==> src/core/bgd_pkg.sv <==
package bgd_pkg;
	localparam int SEG_N = 20;
	localparam int PW_W = 10;
	localparam int FQ_W = 16;
	localparam int AW = 5;
	localparam int CLK_HZ = 20_000_000;
	localparam int BLINK_MS = 500;
	localparam int BLINK_CYC = CLK_HZ / 1000 * BLINK_MS;
	localparam int BLINK_CW = 24;
	// Power in per-mille: 50 = 5 %, 1000 = full rated output
	localparam logic [PW_W-1:0] PM_STEP = 10'h032;
	localparam logic [PW_W-1:0] PM_FULL = 10'h3E8;
	// Frequency bin origin (lower edge of segment 1) and width, Hz
	localparam logic [FQ_W-1:0] F20_BASE = 16'h4C13;
	localparam logic [7:0] F20_WIDTH = 8'h32;
	localparam logic [FQ_W-1:0] F30_BASE = 16'h725E;
	localparam logic [7:0] F30_WIDTH = 8'h4C;
	localparam logic [FQ_W-1:0] F40_BASE = 16'h9826;
	localparam logic [7:0] F40_WIDTH = 8'h64;
	localparam logic [SEG_N-1:0] SEG_HALF = 20'h0_0200;
	// Register byte offsets
	localparam logic [AW-1:0] REG_CTRL = 5'h00;
	localparam logic [AW-1:0] REG_STATUS = 5'h04;
	localparam logic [AW-1:0] REG_PEAK = 5'h08;
	localparam logic [AW-1:0] REG_FREQ = 5'h0C;
	localparam logic [AW-1:0] REG_SEGS = 5'h10;
	localparam logic [AW-1:0] REG_POWER = 5'h14;

	typedef enum logic [1:0] {VAR_20K, VAR_30K, VAR_40K, VAR_RSVD} bgd_var_e;

	typedef struct packed {
		bgd_var_e variant;
		logic store_en;
		logic disp_freq;
	} bgd_ctrl_s;

	localparam bgd_ctrl_s CTRL_RST = '{variant: VAR_20K, store_en: 1'b1,
		disp_freq: 1'b0};

	typedef enum logic [1:0] {ST_IDLE, ST_TEST, ST_ALARM} bgd_state_e;

	function automatic logic [SEG_N-1:0] therm(input logic [PW_W-1:0] pm);
		logic [SEG_N-1:0] b;
		b = '0;
		for (int k = 0; k < SEG_N; k++) begin
			b[k] = ({1'b0, pm} >= 11'(PM_STEP) * 11'(k + 1));
		end
		return b;
	endfunction : therm
endpackage : bgd_pkg

==> src/core/bgd_freq_bin.sv <==
`timescale 1ns/10ps
`default_nettype none
module bgd_freq_bin (
	// Stored frequency and unit variant
	input wire logic [bgd_pkg::FQ_W-1:0] freq,
	input wire bgd_pkg::bgd_var_e variant,
	// One-hot segment
	output logic [bgd_pkg::SEG_N-1:0] seg
);
	logic [bgd_pkg::FQ_W-1:0] base;
	logic [7:0] width;
	logic [bgd_pkg::SEG_N-1:0] above;
	logic [4:0] idx;

	always_comb begin
		case (variant)
			bgd_pkg::VAR_30K: begin
				base = bgd_pkg::F30_BASE;
				width = bgd_pkg::F30_WIDTH;
			end
			bgd_pkg::VAR_40K: begin
				base = bgd_pkg::F40_BASE;
				width = bgd_pkg::F40_WIDTH;
			end
			default: begin
				base = bgd_pkg::F20_BASE;
				width = bgd_pkg::F20_WIDTH;
			end
		endcase
	end

	// Threshold k is the lower edge of segment k+1
	assign above[0] = 1'b0;
	genvar k;
	generate
		for (k = 1; k < bgd_pkg::SEG_N; k++) begin : g_th
			assign above[k] = {1'b0, freq} >=
				(17'(base) + 17'(width) * 17'(k));
		end
	endgenerate

	// Out-of-range values clamp to the end segments
	always_comb begin
		idx = '0;
		for (int i = 1; i < bgd_pkg::SEG_N; i++) begin
			idx = idx + 5'(above[i]);
		end
		seg = '0;
		seg[idx] = 1'b1;
	end
endmodule : bgd_freq_bin
`default_nettype wire

==> src/core/bgd_bargraph.sv <==
`timescale 1ns/10ps
`default_nettype none
module bgd_bargraph #(
	parameter int BLINK_CYC = bgd_pkg::BLINK_CYC
) (
	// Clock and reset
	input wire logic ref_clk,
	input wire logic sys_rst,
	// Avalon-MM slave
	input wire logic [bgd_pkg::AW-1:0] avs_address,
	input wire logic avs_read,
	input wire logic avs_write,
	input wire logic [31:0] avs_writedata,
	output logic [31:0] avs_readdata,
	output logic avs_waitrequest,
	// Front panel and system inputs
	input wire logic manual_mode,
	input wire logic test_key,
	input wire logic alarm_reset_key,
	input wire logic weld_req,
	input wire logic overload,
	input wire logic mem_reset,
	input wire logic [bgd_pkg::PW_W-1:0] power_in,
	input wire logic [bgd_pkg::FQ_W-1:0] freq_in,
	// Generator control
	output logic sonics_run,
	output logic tune_en,
	// Display
	output logic [bgd_pkg::SEG_N-1:0] seg,
	output logic power_ind,
	output logic sonics_ind,
	output logic alarm_ind
);
	localparam logic [bgd_pkg::BLINK_CW-1:0] BLINK_LAST =
		bgd_pkg::BLINK_CW'(BLINK_CYC - 1);
	// Exclusive upper edge of segment 20 for each variant
	localparam logic [bgd_pkg::FQ_W-1:0] F20_TOP =
		bgd_pkg::F20_BASE + bgd_pkg::FQ_W'(bgd_pkg::SEG_N) *
		bgd_pkg::FQ_W'(bgd_pkg::F20_WIDTH);
	localparam logic [bgd_pkg::FQ_W-1:0] F30_TOP =
		bgd_pkg::F30_BASE + bgd_pkg::FQ_W'(bgd_pkg::SEG_N) *
		bgd_pkg::FQ_W'(bgd_pkg::F30_WIDTH);
	localparam logic [bgd_pkg::FQ_W-1:0] F40_TOP =
		bgd_pkg::F40_BASE + bgd_pkg::FQ_W'(bgd_pkg::SEG_N) *
		bgd_pkg::FQ_W'(bgd_pkg::F40_WIDTH);

	// Bus group
	logic ack, next_ack;
	logic [31:0] next_readdata;
	bgd_pkg::bgd_ctrl_s ctrl, next_ctrl;
	// Run group
	bgd_pkg::bgd_state_e state, next_state;
	logic run_d, next_run_d;
	logic blink, next_blink;
	logic [bgd_pkg::PW_W-1:0] peak, next_peak;
	logic [bgd_pkg::FQ_W-1:0] freq_store, next_freq_store;
	// Display group
	logic [bgd_pkg::SEG_N-1:0] next_seg;
	logic next_power_ind;
	logic [bgd_pkg::BLINK_CW-1:0] bcnt, next_bcnt;
	logic phase, next_phase;

	logic running, cyc_start, cyc_end, key_ok, rst_key;
	logic [bgd_pkg::SEG_N-1:0] freq_seg;
	logic freq_shown;

	assign running = weld_req || (state == bgd_pkg::ST_TEST);
	assign cyc_start = running && !run_d;
	assign cyc_end = !running && run_d;
	// Idle frequency bar goes to the glass on the next edge
	assign freq_shown = !running && !blink && ctrl.disp_freq;
	assign key_ok = manual_mode;
	assign rst_key = key_ok && alarm_reset_key;
	assign sonics_run = running;
	// Drive follows measured resonance only during a test
	assign tune_en = (state == bgd_pkg::ST_TEST);
	assign alarm_ind = (state == bgd_pkg::ST_ALARM);
	assign sonics_ind = power_ind;
	assign avs_waitrequest = (avs_read || avs_write) && !ack;

	bgd_freq_bin u_bin (
		.freq(freq_store),
		.variant(ctrl.variant),
		.seg(freq_seg)
	);

	// Register bus: one wait state, then the answer
	always_comb begin
		next_ack = (avs_read || avs_write) && !ack;
		next_ctrl = ctrl;
		next_readdata = avs_readdata;
		if (avs_write && ack && avs_address == bgd_pkg::REG_CTRL) begin
			next_ctrl = bgd_pkg::bgd_ctrl_s'(avs_writedata[3:0]);
		end
		if (avs_read && !ack) begin
			next_readdata = '0;
			case (avs_address)
				bgd_pkg::REG_CTRL: next_readdata[3:0] = ctrl;
				bgd_pkg::REG_STATUS: next_readdata[4:0] = {tune_en, manual_mode,
					blink, alarm_ind, running};
				bgd_pkg::REG_PEAK: next_readdata[bgd_pkg::PW_W-1:0] = peak;
				bgd_pkg::REG_FREQ: next_readdata[bgd_pkg::FQ_W-1:0] = freq_store;
				bgd_pkg::REG_SEGS: next_readdata[bgd_pkg::SEG_N-1:0] = seg;
				bgd_pkg::REG_POWER: next_readdata[bgd_pkg::PW_W-1:0] = power_in;
				default: next_readdata = '0;
			endcase
		end
	end

	always_ff @(posedge ref_clk) begin
		if (sys_rst) begin
			ack <= 1'b0;
			ctrl <= bgd_pkg::CTRL_RST;
			avs_readdata <= '0;
		end else begin
			ack <= next_ack;
			ctrl <= next_ctrl;
			avs_readdata <= next_readdata;
		end
	end

	// Test sequencing, peak and frequency capture
	always_comb begin
		next_state = state;
		next_run_d = running;
		next_blink = blink;
		next_peak = peak;
		next_freq_store = freq_store;
		case (state)
			bgd_pkg::ST_IDLE: begin
				if (key_ok && test_key) begin
					next_state = bgd_pkg::ST_TEST;
				end
			end
			bgd_pkg::ST_TEST: begin
				if (overload) begin
					next_state = bgd_pkg::ST_ALARM;
				end else if (!test_key || !key_ok) begin
					next_state = bgd_pkg::ST_IDLE;
				end
			end
			bgd_pkg::ST_ALARM: begin
				if (rst_key) begin
					next_state = bgd_pkg::ST_IDLE;
				end
			end
			default: next_state = bgd_pkg::ST_IDLE;
		endcase
		// Clear first so a coincident event still sets
		if (rst_key || cyc_start) begin
			next_blink = 1'b0;
		end
		if (mem_reset || (overload && state == bgd_pkg::ST_TEST)) begin
			next_blink = 1'b1;
		end
		if (cyc_start) begin
			next_peak = power_in;
		end else if (running && power_in > peak) begin
			next_peak = power_in;
		end
		if (cyc_end && ctrl.store_en) begin
			next_freq_store = freq_in;
		end
	end

	always_ff @(posedge ref_clk) begin
		if (sys_rst) begin
			state <= bgd_pkg::ST_IDLE;
			run_d <= 1'b0;
			blink <= 1'b0;
			peak <= '0;
			freq_store <= '0;
		end else begin
			state <= next_state;
			run_d <= next_run_d;
			blink <= next_blink;
			peak <= next_peak;
			freq_store <= next_freq_store;
		end
	end

	// Display selection and blink timing
	always_comb begin
		next_bcnt = bcnt + 1'b1;
		next_phase = phase;
		if (!blink) begin
			next_bcnt = '0;
			next_phase = 1'b1;
		end else if (bcnt == BLINK_LAST) begin
			next_bcnt = '0;
			next_phase = !phase;
		end
		next_power_ind = running;
		if (running) begin
			// Thresholds stop at 100 percent, so overrange cannot add bars
			next_seg = bgd_pkg::therm(power_in);
		end else if (blink) begin
			next_seg = phase ? bgd_pkg::SEG_HALF : '0;
		end else if (ctrl.disp_freq) begin
			next_seg = freq_seg;
		end else begin
			next_seg = bgd_pkg::therm(peak);
		end
	end

	always_ff @(posedge ref_clk) begin
		if (sys_rst) begin
			seg <= '0;
			power_ind <= 1'b0;
			bcnt <= '0;
			phase <= 1'b1;
		end else begin
			seg <= next_seg;
			power_ind <= next_power_ind;
			bcnt <= next_bcnt;
			phase <= next_phase;
		end
	end
endmodule : bgd_bargraph
`default_nettype wire

==> config.mk <==
export PLATFORM = sky130hd
export DESIGN_NAME = bgd_bargraph
export DESIGN_NICKNAME = d
export VERILOG_FILES = /design/src/core/bgd_pkg.sv /design/src/core/bgd_freq_bin.sv /design/src/core/bgd_bargraph.sv
export SDC_FILE = /design/constraint.sdc
export NUM_CORES = 1
export LEC_CHECK = 0
export ABC_AREA = 1
export BUFFER_PORTS_ARGS = -buffer_cell sky130_fd_sc_hd__clkbuf_2
export CAP_MARGIN = 0
export CORE_ASPECT_RATIO = 1.5
export CORE_MARGIN = 4
export CORE_UTILIZATION = 32
export DETAILED_ROUTE_END_ITERATION = 7
export PLACE_DENSITY = 0.45
export SLEW_MARGIN = 20
export SYNTH_ARGS = -nofsm -noshare
export SYNTH_HDL_FRONTEND = slang
export SYNTH_SLANG_ARGS = --single-unit
==> constraint.sdc <==
create_clock -name ref_clk -period 15 [get_ports ref_clk]
set_clock_uncertainty 0.2 [all_clocks]
set_input_delay 3 -clock ref_clk [delete_from_list [all_inputs] [get_ports ref_clk]]
set_output_delay 3 -clock ref_clk [all_outputs]
set_load 0.02 [all_outputs]
==> qor.csv <==
stage;metric;value;unit
status;status;completed;
timing;endpoints failing setup;0;
drt;drt total wl;40900;µm
logic_synthesis;most used standard cell by instance count after synthesis;nand2_1;
worst_setup_path;Reg-to-Reg End;seg[1]$_SDFF_PP0_;
drt;Starting DRT DRC Count;632;
timing;final hold vios;0;
clocking;CTS Root Cell;clkbuf_16;
timing;RSZ-0062 raised after global routing;no;
logic_synthesis;Post-Syn Area;10200;µm²
worst_hold_path;hold_sp;state[1]$_SDFFE_PP0P_;
logic_synthesis;compound-gate portion of the synthesized area;0.180;
layout;ant diodes;0;
logic_synthesis;yosys warns;0;
timing;setup TNS;0;ns
floorplan;Die Area;34800;µm²
pwr;switching share of power;0.397;
drt;vias per cell;5.26;
clocking;clk_lat worst skew;0.36;ns
clocking;CTS H-tree lvls;3;
timing;Fin Hold WS;0.268;ns
grt;largest net degree at the start of global routing;33;
placed_design;port bufs;90;
timing;relative slew slack;0.387;
worst_setup_path;Crit path top cell by count;fa_1;
drt;Avg WL per Cell;19.7;µm
clocking;hold buffer count at cts;0;
logic_synthesis;Syn Inst Count;1594;
logic_synthesis;largest family of logic cells by synthesized area;simple AND/OR/NAND/NOR gates;
pwr;Internal;521;µW
grt;gr usage total;0.231;
floorplan;I/O Pins;131;
grt;first-pass GRT wire length;61900;µm
clocking;CTS tree;built;
clocking;Post-CTS Resized;0;
clocking;clock sink count;100;
logic_synthesis;Synth top area share;0.197;
worst_setup_path;CP required;15.09;ns
pwr;maximum vdd drop;0.0661;mV
logic_synthesis;Synth Register Bits;100;
pwr;Comb pwr share;0.362;
logic_synthesis;XOR/XNOR Fraction of Synth Area;0.0103;
clocking;CTS Buffer Depth;2;
worst_setup_path;crit end category;register;
floorplan;Die H;226;µm
clocking;Setup Buffers After CTS;0;
grt;vias in the first global route;10824;
worst_setup_path;CP max FO;9;
worst_setup_path;CP Launch Type;register;
pwr;Clk network pwr share;0.291;
layout;area delta synth->final;10.6;%
timing;final worst-path cycle share;0.524;
drt;Vias;10906;
logic_synthesis;Seq/Total Area, Yosys;0.197;
worst_setup_path;reg2reg start;ctrl[3]$_SDFFE_PP0P_;
timing;maximum operating frequency;127;MHz
worst_hold_path;HP Class;reg -> reg;
logic_synthesis;EDFF count, synth;0;
timing;fin crit period;7.87;ns
logic_synthesis;fraction of registers with async set or reset after synthesis;0;
logic_synthesis;multiplexer share of the synthesized area;0;
logic_synthesis;top cells by count, synth;nand2_1, inv_1, nor2_1;
worst_setup_path;kind of critical path;reg -> reg;
layout;FILL cells;3601;
logic_synthesis;simple-gate share of the synthesized area;0.319;
worst_hold_path;worst hold endpoint;state[0]$_SDFFE_PP0P_;
placed_design;dpl hpwl;33700;µm
worst_hold_path;hold depth;1;
floorplan;core area;31200;µm²
pwr;share of power burned in registers;0.347;
floorplan;Initial Utilization;0.326;
drt;antenna viol nets, final;0;
timing;Least-Margin Pin Slew;0.919;ns
worst_setup_path;Slowest-stage cell, CP;ha_1;
worst_setup_path;reg2reg path depth;27;
grt;antenna violations before repair;0;
logic_synthesis;Cell variety after synth;54;
drt;Initial DRT Pass Iterations;5;
drt;DRC Markers;0;
timing;fin. max-slew vios;0;
worst_setup_path;WP data arrival;7.95;ns
worst_setup_path;worst reg-to-reg setup slack;7.13;ns
floorplan;Rows;79;
pwr;Lkg Pwr;5.34;nW
pwr;switching power;343;µW
floorplan;Die W;154;µm
logic_synthesis;prevailing post-synth register cell;dfxtp_1;
clocking;CTS clk-pin slew, worst paths;0.07;ns
clocking;CTS Buf Count;9;
grt;Overflow after GRT;0;
layout;final net count;1882;
worst_setup_path;Largest stage delay, worst path;0.61;ns
layout;layout cells sized above 1;0.0917;
placed_design;routability cong.;1.01;
logic_synthesis;cell taking the most area after synthesis;dfxtp_1;
pwr;PwrDens;76.8;nW/µm²
logic_synthesis;Synth Area in Adders;0.187;
logic_synthesis;synth top area cells;dfxtp_1, ha_1, nand2_1, a21oi_1, inv_1;
logic_synthesis;synthesized area per cell;6.38;µm²
flow_run;MaxCap Viol Count;0;
==> layout make-up <==
| type | instances | area [µm²] | area share |
|---|---|---|---|
| multi-input combinational | 1254 | 7150 | 0.636 |
| sequential | 100 | 2000 | 0.178 |
| inverter | 200 | 753 | 0.0669 |
| timing repair buffer | 99 | 518 | 0.0460 |
| tap | 405 | 507 | 0.0450 |
| clock buffer | 10 | 229 | 0.0203 |
| clock inverter | 6 | 88.8 | 0.00790 |
==> power by group through the flow <==
| stage | sequential, mW | combinational [mW] | clock [mW] |
|---|---|---|---|
| 3_3_place_gp | 0.306 | 0.310 | 0 |
| 3_5_place_dp | 0.306 | 0.309 | 0 |
| 6_report | 0.300 | 0.313 | 0.251 |
| 4_1_cts | 0.300 | 0.313 | 0.261 |
| 5_1_grt | 0.301 | 0.354 | 0.269 |
| 2_1_floorplan | 0.305 | 0.217 | 0 |
==> placed cells by master (no fill, tap or decap), types with 38 or more instances in the layout <==
cell type / count
nand2_1: 347
inv_1: 193
nor2_1: 172
a21oi_1: 157
ha_1: 133
o21ai_0: 111
nand3_1: 105
dfxtp_1: 100
clkbuf_2: 90
nor3_1: 38
==> per-layer routing <==
layer,up-vias,GRT usage,part of all wire
met1,5030,0.242,0.37
met3,129,0.0244,0.032
met2,314,0.430,0.52
li1,5433,-,-
met4,0,0.160,0.081
met5,-,0,0
==> flip-flops by register name, summed over array words and instances, names as in the netlist <==
register and cells:
avs_readdata 20, power_ind 1, ack 1, phase 1, blink 1, state 2, bcnt 24, seg 20
freq_store 16, ctrl 4, peak 10
==> kinds of logic (layout without fill, tap and decap cells) <==
group | Yosys count | count (layout)
other | 1 | 17
AND/OR/NAND/NOR | 744 | 744
adder cells (fa/ha/maj) | 145 | 145
AO/OA/AOI/OAI | 336 | 336
XOR/XNOR | 12 | 12
flip-flops | 100 | 100
buffers and inverters | 256 | 315
==> worst max-delay path, delay by kind of cell, from the launching register on <==
kind | cells | cell delay [ns]
AO/OA/AOI/OAI | 1 | 0.22
adder cells (fa/ha/maj) | 10 | 4.46
buffers and inverters | 4 | 0.70
flip-flops | 1 | 0.33
AND/OR/NAND/NOR | 12 | 1.87
==> worst max path at each step <==
stage | slack, ns | from | endpoint
global route | 6.67 | ctrl[2]$_SDFFE_PP0P_ | seg[1]$_SDFF_PP0_
CTS | 7.16 | ctrl[3]$_SDFFE_PP0P_ | seg[1]$_SDFF_PP0_
finish | 7.13 | ctrl[3]$_SDFFE_PP0P_ | seg[1]$_SDFF_PP0_
detailed placement | 7.22 | ctrl[3]$_SDFFE_PP0P_ | seg[1]$_SDFF_PP0_
floorplan | 8.32 | ctrl[2]$_SDFFE_PP0P_ | seg[1]$_SDFF_PP0_
global placement | 7.18 | ctrl[3]$_SDFFE_PP0P_ | seg[0]$_SDFF_PP0_
==> metrics by stage <==
stage          setup slack [ns]  utilization  instance area, µm²  std cells  power [mW]
6_report                   7.13        0.360               11300       2074       0.865
3_3_place_gp               7.18        0.350               10900       2058       0.616
2_1_floorplan              8.32            -               10200       1610       0.522
5_1_grt                    6.67        0.360               11300       2074       0.924
3_5_place_dp               7.22        0.350               10900       2058       0.615
4_1_cts                    7.16        0.360               11300       2074       0.873
No activity file was read; power rests on OpenSTA's default activity.
